## src/pwm_ctrl_pkg.sv

```systemverilog
// Constants, field layout and carrier types of the PWM channel upper control block
package pwm_ctrl_pkg;

   localparam int          NUM_CH            = 3;
   localparam int          ADDR_W            = 8;
   localparam int          CH_IDX_W          = 2;

   // Byte addresses of the per-channel control registers
   localparam logic [7:0]  CH0_CTRL_OFFSET   = 8'h2C;
   localparam logic [7:0]  CH1_CTRL_OFFSET   = 8'h3C;
   localparam logic [7:0]  CH2_CTRL_OFFSET   = 8'h4C;
   localparam logic [1:0]  CH_UNMAPPED       = 2'h3;

   // Field positions inside the control word
   localparam int          FLIP_BIT          = 26;
   localparam int          PRESCALE_MSB      = 25;
   localparam int          PRESCALE_LSB      = 22;
   localparam int          DB_EN_BIT         = 21;
   localparam int          DIVIDER_MSB       = 20;
   localparam int          DIVIDER_LSB       = 15;
   localparam int          SRC_SEL_BIT       = 14;
   localparam int          GATE_BIT          = 13;
   localparam int          PAIR_BIT          = 2;

   localparam logic [31:0] WORD_ZERO         = 32'h0000_0000;
   localparam logic [3:0]  PRESCALE_ZERO     = 4'h0;
   localparam logic [3:0]  PRESCALE_ONE      = 4'h1;
   localparam logic [7:0]  DB_CNT_ZERO       = 8'h00;
   localparam logic [7:0]  DB_CNT_ONE        = 8'h01;
   localparam logic [5:0]  IRQ_CNT_ZERO      = 6'h00;
   localparam logic [5:0]  IRQ_CNT_ONE       = 6'h01;

   typedef struct packed {
      logic       flip;
      logic [3:0] deadtime_prescale;
      logic       deadtime_enable;
      logic [5:0] interrupt_match_divider;
      logic       interrupt_source_select;
      logic       channel_interrupt_gate;
      logic       pair;
   } ctrl_t;

   localparam ctrl_t CTRL_RESET = '{flip: 1'b0, deadtime_prescale: 4'h0, deadtime_enable: 1'b0,
                                    interrupt_match_divider: 6'h00, interrupt_source_select: 1'b0,
                                    channel_interrupt_gate: 1'b0, pair: 1'b0};

   // Per-channel inputs from the counter and compare logic, same clock
   typedef struct packed {
      logic       pwm_raw;
      logic       compare_match;
      logic       period_match;
      logic [7:0] deadtime_compare_value;
   } chan_in_t;

   typedef enum logic [1:0] {
      DB_IDLE = 2'b01,
      DB_WAIT = 2'b10
   } db_state_t;

endpackage

```

## src/pwm_ctrl_upper.sv

```systemverilog
// Upper control logic of three PWM channels with a classic Wishbone register slave
//
// Function
// - Swap bit exchanges primary and complement outputs; clear keeps them normal.
// - Four-bit prescale field divides the system clock into a dead-band tick.
// - Software writes load a reload register; working prescaler reloads on underflow.
// - Prescale field exists only when the build parameter is one.
// - Dead-band enable inserts delay on inactive-to-active transitions; clear inserts none.
// - Interrupt after divider+1 qualifying matches; zero means every match.
// - Source select one counts compare matches, zero counts period matches.
// - Per-channel gate bit allows interrupts; zero signals none.
// - Dead-band interval ends when the dead-band counter reaches the compare value.
// - Paired mode drives complement as inverse of primary, save dead-band time.
//
// Our own choice: the Wishbone register port.
`timescale 1ns/1ps

module pwm_ctrl_upper
   import pwm_ctrl_pkg::*;
#(
   parameter bit DEADTIME_PRESCALE_PRESENT = 1'b1
) (
   input  wire logic                     sys_clk,
   input  wire logic                     rstn,
   input  wire logic                     wb_cyc_i,
   input  wire logic                     wb_stb_i,
   input  wire logic                     wb_we_i,
   input  wire logic [ADDR_W-1:0]        wb_adr_i,
   input  wire logic [3:0]               wb_sel_i,
   input  wire logic [31:0]              wb_dat_i,
   output logic      [31:0]              wb_dat_o,
   output logic                          wb_ack_o,
   input  wire chan_in_t [NUM_CH-1:0]    chan_in,
   output logic      [NUM_CH-1:0]        pwm_out,
   output logic      [NUM_CH-1:0]        pwm_comp_out,
   output logic      [NUM_CH-1:0]        irq_out
);

   function automatic logic [1:0] ch_sel(input logic [ADDR_W-1:0] adr);
      logic [1:0] idx;
      case (adr)
         CH0_CTRL_OFFSET: idx = 2'h0;
         CH1_CTRL_OFFSET: idx = 2'h1;
         CH2_CTRL_OFFSET: idx = 2'h2;
         default:         idx = CH_UNMAPPED;
      endcase
      return idx;
   endfunction

   function automatic logic [31:0] ctrl_to_word(input ctrl_t c);
      logic [31:0] w;
      w = WORD_ZERO;
      w[FLIP_BIT] = c.flip;
      w[PRESCALE_MSB:PRESCALE_LSB] = c.deadtime_prescale;
      w[DB_EN_BIT] = c.deadtime_enable;
      w[DIVIDER_MSB:DIVIDER_LSB] = c.interrupt_match_divider;
      w[SRC_SEL_BIT] = c.interrupt_source_select;
      w[GATE_BIT] = c.channel_interrupt_gate;
      w[PAIR_BIT] = c.pair;
      return w;
   endfunction

   function automatic ctrl_t word_to_ctrl(input logic [31:0] w);
      ctrl_t c;
      c.flip = w[FLIP_BIT];
      // Without the prescaler the field is absent and stays zero
      c.deadtime_prescale = DEADTIME_PRESCALE_PRESENT ? w[PRESCALE_MSB:PRESCALE_LSB] : PRESCALE_ZERO;
      c.deadtime_enable = w[DB_EN_BIT];
      c.interrupt_match_divider = w[DIVIDER_MSB:DIVIDER_LSB];
      c.interrupt_source_select = w[SRC_SEL_BIT];
      c.channel_interrupt_gate = w[GATE_BIT];
      c.pair = w[PAIR_BIT];
      return c;
   endfunction

   function automatic logic [31:0] byte_merge(input logic [31:0] old_w,
                                              input logic [31:0] new_w,
                                              input logic [3:0]  sel);
      logic [31:0] w;
      w = old_w;
      for (int b = 0; b < 4; b++) begin
         if (sel[b]) begin
            w[b*8 +: 8] = new_w[b*8 +: 8];
         end
      end
      return w;
   endfunction

   // Bus slave state
   logic             ack_reg;
   logic             ack_next;
   logic [31:0]      rdata_reg;
   logic [31:0]      rdata_next;
   ctrl_t            ctrl_reg  [NUM_CH];
   ctrl_t            ctrl_next [NUM_CH];

   // Channel state
   logic [3:0]       scale_cnt_reg  [NUM_CH];
   logic [3:0]       scale_cnt_next [NUM_CH];
   db_state_t        db_state_reg   [NUM_CH];
   db_state_t        db_state_next  [NUM_CH];
   logic [7:0]       db_cnt_reg     [NUM_CH];
   logic [7:0]       db_cnt_next    [NUM_CH];
   logic [5:0]       irq_cnt_reg    [NUM_CH];
   logic [5:0]       irq_cnt_next   [NUM_CH];
   logic [NUM_CH-1:0] raw_d_reg;
   logic [NUM_CH-1:0] raw_d_next;
   logic [NUM_CH-1:0] pwm_reg;
   logic [NUM_CH-1:0] pwm_next;
   logic [NUM_CH-1:0] comp_reg;
   logic [NUM_CH-1:0] comp_next;
   logic [NUM_CH-1:0] irq_reg;
   logic [NUM_CH-1:0] irq_next;

   // Register slave: one wait state, ack for every address, unmapped reads zero
   always_comb begin
      logic [1:0] idx;
      logic       req;
      idx = ch_sel(wb_adr_i);
      req = wb_cyc_i && wb_stb_i && !ack_reg;
      ack_next = req;
      rdata_next = rdata_reg;
      for (int i = 0; i < NUM_CH; i++) begin
         ctrl_next[i] = ctrl_reg[i];
      end
      if (req) begin
         rdata_next = WORD_ZERO;
         for (int i = 0; i < NUM_CH; i++) begin
            if (idx == i[1:0]) begin
               // Prescale reads back the reload holding value
               rdata_next = ctrl_to_word(ctrl_reg[i]);
               if (wb_we_i) begin
                  // Only the reload register is written here
                  ctrl_next[i] = word_to_ctrl(byte_merge(ctrl_to_word(ctrl_reg[i]), wb_dat_i, wb_sel_i));
               end
            end
         end
      end
   end

   always_ff @(posedge sys_clk or negedge rstn) begin
      if (!rstn) begin
         ack_reg <= 1'b0;
         rdata_reg <= WORD_ZERO;
         for (int i = 0; i < NUM_CH; i++) begin
            ctrl_reg[i] <= CTRL_RESET;
         end
      end else begin
         ack_reg <= ack_next;
         rdata_reg <= rdata_next;
         for (int i = 0; i < NUM_CH; i++) begin
            ctrl_reg[i] <= ctrl_next[i];
         end
      end
   end

   // Channel logic: prescaler, dead band, pairing, swap, decimation
   always_comb begin
      logic tick;
      logic raw;
      logic start;
      logic prim;
      logic comp;
      logic match;
      tick = 1'b0;
      raw = 1'b0;
      start = 1'b0;
      prim = 1'b0;
      comp = 1'b0;
      match = 1'b0;
      for (int i = 0; i < NUM_CH; i++) begin
         // Underflow reloads from the holding register, so a new value never cuts a period short
         if (!DEADTIME_PRESCALE_PRESENT) begin
            tick = 1'b1;
            scale_cnt_next[i] = PRESCALE_ZERO;
         end else if (scale_cnt_reg[i] == PRESCALE_ZERO) begin
            tick = 1'b1;
            scale_cnt_next[i] = ctrl_reg[i].deadtime_prescale;
         end else begin
            tick = 1'b0;
            scale_cnt_next[i] = scale_cnt_reg[i] - PRESCALE_ONE;
         end

         raw = chan_in[i].pwm_raw;
         raw_d_next[i] = raw;
         // Rising edge activates primary; falling edge activates complement when paired
         start = ctrl_reg[i].deadtime_enable &&
                 ((raw && !raw_d_reg[i]) || (ctrl_reg[i].pair && !raw && raw_d_reg[i]));
         db_state_next[i] = db_state_reg[i];
         db_cnt_next[i] = db_cnt_reg[i];
         case (db_state_reg[i])
            DB_IDLE: begin
               if (start) begin
                  db_state_next[i] = DB_WAIT;
                  db_cnt_next[i] = DB_CNT_ZERO;
               end
            end
            DB_WAIT: begin
               if (start) begin
                  db_cnt_next[i] = DB_CNT_ZERO;
               end else if (db_cnt_reg[i] == chan_in[i].deadtime_compare_value) begin
                  db_state_next[i] = DB_IDLE;
               end else if (tick) begin
                  db_cnt_next[i] = db_cnt_reg[i] + DB_CNT_ONE;
               end
            end
            default: begin
               db_state_next[i] = DB_IDLE;
               db_cnt_next[i] = DB_CNT_ZERO;
            end
         endcase

         // Both legs held inactive during the dead band
         prim = (db_state_next[i] == DB_IDLE) ? raw : 1'b0;
         comp = (ctrl_reg[i].pair && db_state_next[i] == DB_IDLE) ? !raw : 1'b0;
         pwm_next[i] = ctrl_reg[i].flip ? comp : prim;
         comp_next[i] = ctrl_reg[i].flip ? prim : comp;

         match = ctrl_reg[i].interrupt_source_select ? chan_in[i].compare_match
                                                     : chan_in[i].period_match;
         irq_next[i] = 1'b0;
         irq_cnt_next[i] = irq_cnt_reg[i];
         // Counting goes on while gated so re-enabling keeps the decimation phase
         if (match) begin
            if (irq_cnt_reg[i] == ctrl_reg[i].interrupt_match_divider) begin
               irq_cnt_next[i] = IRQ_CNT_ZERO;
               irq_next[i] = ctrl_reg[i].channel_interrupt_gate;
            end else begin
               irq_cnt_next[i] = irq_cnt_reg[i] + IRQ_CNT_ONE;
            end
         end
      end
   end

   always_ff @(posedge sys_clk or negedge rstn) begin
      if (!rstn) begin
         raw_d_reg <= '0;
         pwm_reg <= '0;
         comp_reg <= '0;
         irq_reg <= '0;
         for (int i = 0; i < NUM_CH; i++) begin
            scale_cnt_reg[i] <= PRESCALE_ZERO;
            db_state_reg[i] <= DB_IDLE;
            db_cnt_reg[i] <= DB_CNT_ZERO;
            irq_cnt_reg[i] <= IRQ_CNT_ZERO;
         end
      end else begin
         raw_d_reg <= raw_d_next;
         pwm_reg <= pwm_next;
         comp_reg <= comp_next;
         irq_reg <= irq_next;
         for (int i = 0; i < NUM_CH; i++) begin
            scale_cnt_reg[i] <= scale_cnt_next[i];
            db_state_reg[i] <= db_state_next[i];
            db_cnt_reg[i] <= db_cnt_next[i];
            irq_cnt_reg[i] <= irq_cnt_next[i];
         end
      end
   end

   assign wb_ack_o = ack_reg;
   assign wb_dat_o = rdata_reg;
   assign pwm_out = pwm_reg;
   assign pwm_comp_out = comp_reg;
   assign irq_out = irq_reg;

endmodule

```

## config.mk

```make
export PLATFORM = sky130hd
export DESIGN_NAME = pwm_ctrl_upper
export DESIGN_NICKNAME = d
export VERILOG_FILES = /design/src/pwm_ctrl_pkg.sv /design/src/pwm_ctrl_upper.sv
export SDC_FILE = /design/constraint.sdc
export NUM_CORES = 1
export LEC_CHECK = 0
export ABC_CLOCK_PERIOD_IN_PS = 2500
export BUFFER_PORTS_ARGS = -buffer_cell sky130_fd_sc_hd__buf_2
export CAP_MARGIN = 40
export CORE_ASPECT_RATIO = 0.9
export CORE_MARGIN = 1
export CORE_UTILIZATION = 40
export CTS_CLUSTER_DIAMETER = 50
export DETAILED_ROUTE_END_ITERATION = 10
export GPL_ROUTABILITY_DRIVEN = 0
export SLEW_MARGIN = 10
export SYNTH_ARGS = -nofsm -noshare
export SYNTH_HDL_FRONTEND = slang
export SYNTH_SLANG_ARGS = --single-unit
```

## constraint.sdc

```tcl
create_clock -name sys_clk -period 2.5 [get_ports sys_clk]
set_clock_uncertainty 0.2 [all_clocks]
set_input_delay 0.125 -clock sys_clk [delete_from_list [all_inputs] [get_ports sys_clk]]
set_output_delay 0.125 -clock sys_clk [all_outputs]
set_load 0.005 [all_outputs]
```

==> impl_metrics.env <==
export IMPL_antenna_found_initial=0
export IMPL_fin_crit_sh_pct=96.2
export IMPL_slew_headroom_pct=61.3
export IMPL_hold_violations=0
export IMPL_final_nets=896
export IMPL_first_pass_iters=5
export IMPL_synth_most_common_cell="dfrtp_1"
export IMPL_finalWirelength_um=16500
export IMPL_worstSetupPathType="input pin to register"
export IMPL_tightest_slew_ns=0.576
export IMPL_cts_tree="done"
export IMPL_grt_first_pass_wirelength_um=27500
export IMPL_yosys_warnings=0
export IMPL_arrival_ns=2.50
export IMPL_ys_seq_area_share_pct=47.0
export IMPL_syn_avg_cell_area_um2=10.7
export IMPL_rows=45
export IMPL_clkTransAtPathRegs_ns=0.06
export IMPL_start_util_pct=41.4
export IMPL_synth_cell_types=58
export IMPL_dieArea_um2=18200
export IMPL_syn_area_um2=7080
export IMPL_port_buffers=89
export IMPL_synthFlopType="dfrtp_1"
export IMPL_io_pins=124
export IMPL_die_y_um=128
export IMPL_overflow=0
export IMPL_cts_buffers=17
export IMPL_timing_rr_end="ctrl_reg[2]"
export IMPL_status="complete, no violations"
export IMPL_worstPathMaxFanout=17
export IMPL_drt_initial_drc_count=286
export IMPL_timing_hold_worst_class="input pin to asynchronous set/reset pin"
export IMPL_synth_top_area_cell="dfrtp_1"
export IMPL_vias=5576
export IMPL_synth_seq_cells=133
export IMPL_synth_common_cells="dfrtp_1, nand2_1, xnor2_1"
export IMPL_r2r_cells=6
export IMPL_max_cap_viol_count=0
export IMPL_setup_tns_ns=0
export IMPL_final_layout_size_suffix_gt1_share_pct=25.4
export IMPL_postRouteAntennaNets=0
export IMPL_synth_edf_count=0
export IMPL_cts_root_buffer="clkbuf_16"
export IMPL_ir_drop_mv=0.471
export IMPL_area_delta_synth_final_pct=23.1
export IMPL_dp_final_hpwl_um=12100
export IMPL_ys_async_sr_fraction_pct=100
export IMPL_end_kind="register"
export IMPL_power_per_cell_area_nw_per_um2=754
export IMPL_grt_usage_pct=19.3
export IMPL_coreArea_um2=17100
export IMPL_p_leak_nw=4.00
export IMPL_final_max_slew_viol_count=0
export IMPL_setup_ws_ns=0.0938
export IMPL_ff2ff_setup_slack_ns=0.11
export IMPL_cts_sinks=133
export IMPL_synth_area_leaders="dfrtp_1, mux2_2, xnor2_1"
export IMPL_grt_max_degree=49
export IMPL_n_fill_cell=1577
export IMPL_critPathRequiredTime_ns=2.59
export IMPL_grt_pass1_vias=5608
export IMPL_clk_insertion_delay_late_ns=0.41
export IMPL_largest_register_ffs=45
export IMPL_period_needed_ns=2.41
export IMPL_cts_htree_levels=4
export IMPL_pre_cts_ws_ns=0.318
export IMPL_wl_per_cell_um=15.8
export IMPL_rsz0062_at_grt="false"
export IMPL_setup_viol_count_final=0
export IMPL_die_w_um=142
export IMPL_r2r_start="wb_ack_o"
export IMPL_syn_inst=659
export IMPL_drcViolationCount=0
export IMPL_synth_top_area_share_pct=45.9
export IMPL_max_freq_mhz=416
export IMPL_via_per_inst=5.33
export IMPL_clock_path_buffers=2
export IMPL_cp_start_kind="input pin"
routing by layer:
layer,part of all wire [%],GRT usage [%],up-vias
met5,0,0,-
met2,50,32.9,145
met1,44,23.9,2748
li1,-,-,2663
met3,4.2,4.48,20
met4,1.5,6.39,0
power breakdown:
group	leakage (nW)	switching, mW	internal [mW]	total (mW)
clock network	0.284	0.896	1.53	2.43
logic	1.97	0.711	0.680	1.39
registers	1.74	0.294	2.46	2.75
per-stage QoR:
step	hold WS, ns	utilization (%)	area (µm²)	instances	power (mW)
final	0.0341	50.9	8720	1047	6.57
after global routing	0.0602	50.9	8710	1046	6.95
after CTS	0.0320	50.9	8710	1046	6.62
after detailed placement	-0.0540	45.5	7790	981	4.13
after global placement	-0.0664	45.5	7790	981	4.02
after floorplan	-0.371	-	7140	675	3.71
layout by cell type (no fill, tap or decap), types with 5 or more instances in the layout:
cell type	instances
dfrtp_1	130
buf_2	88
nand2_1	40
xnor2_1	36
o21ai_0	35
mux2_2	35
nor2_1	34
dlygate4sd3_1	34
inv_1	20
nand3_1	19
a31oi_1	19
a21oi_1	18
buf_4	18
a22oi_1	17
conb_1	17
clkbuf_16	17
nor2b_1	16
and3_1	16
nor3_1	15
ha_1	15
nand4_1	13
o22a_1	12
mux2i_1	10
a22o_1	10
mux2_4	10
mux2_1	9
nor4_1	7
xor2_1	6
o31ai_1	6
or3_1	6
nor4b_1	6
clkinv_2	6
nand3b_1	5
o211ai_1	5
a21o_1	5
worst max-delay path by stage:
| stage | start | endpoint | slack, ns | cells past startpoint |
|---|---|---|---|---|
| after floorplan | scale_cnt_reg[8] | db_cnt_reg[17] | 0.47 | 8 |
| after global placement | scale_cnt_reg[8] | db_cnt_reg[17] | 0.39 | 7 |
| after detailed placement | scale_cnt_reg[9] | db_cnt_reg[17] | 0.32 | 7 |
| after CTS | wb_ack_o | ctrl_reg[2] | 0.05 | 6 |
| after global routing | wb_ack_o | ctrl_reg[18] | 0.006 | 6 |
| final | wb_stb_i | ctrl_reg[2] | 0.09 | 9 |
worst max-delay path, stage by stage:
cell and delay (ns):
dlygate4sd3_1 0.55, buf_2 0.11, nand2_1 0.05, nor2_2 0.15
dlygate4sd3_1 0.60, buf_6 0.18, nand3_1 0.11, and2b_2 0.29
mux2_2 0.34
layout make-up:
cell class,count,area [µm²],area share (%)
timing repair buffer,142,947,10.9
multi-input combinational,485,3490,40.0
antenna,1,2.50,0.0287
inverter,20,75.1,0.861
tap,235,294,3.37
clock inverter,10,105,1.21
sequential,133,3330,38.2
clock buffer,21,470,5.40
what timing repair did:
item,CTS,global route
resized for setup,0,2
hold endpoints to repair,154,0
setup endpoints to repair,0,6
buffers inserted,0,0
hold buffers,34,0
cells by family (layout without fill, tap and decap cells):
family / Yosys count / count (layout) / share of synthesized area (%)
compound gates: 143 / 143 / 13.8
mux: 64 / 64 / 10.5
other cells: 1 / 18 / 0.0529
fa+ha+maj: 15 / 15 / 2.65
xor+xnor: 42 / 42 / 5.19
buf+inv: 57 / 193 / 4.59
flops: 133 / 133 / 47.0
simple gates: 204 / 204 / 16.2
Power figures use the tool's default switching activity.
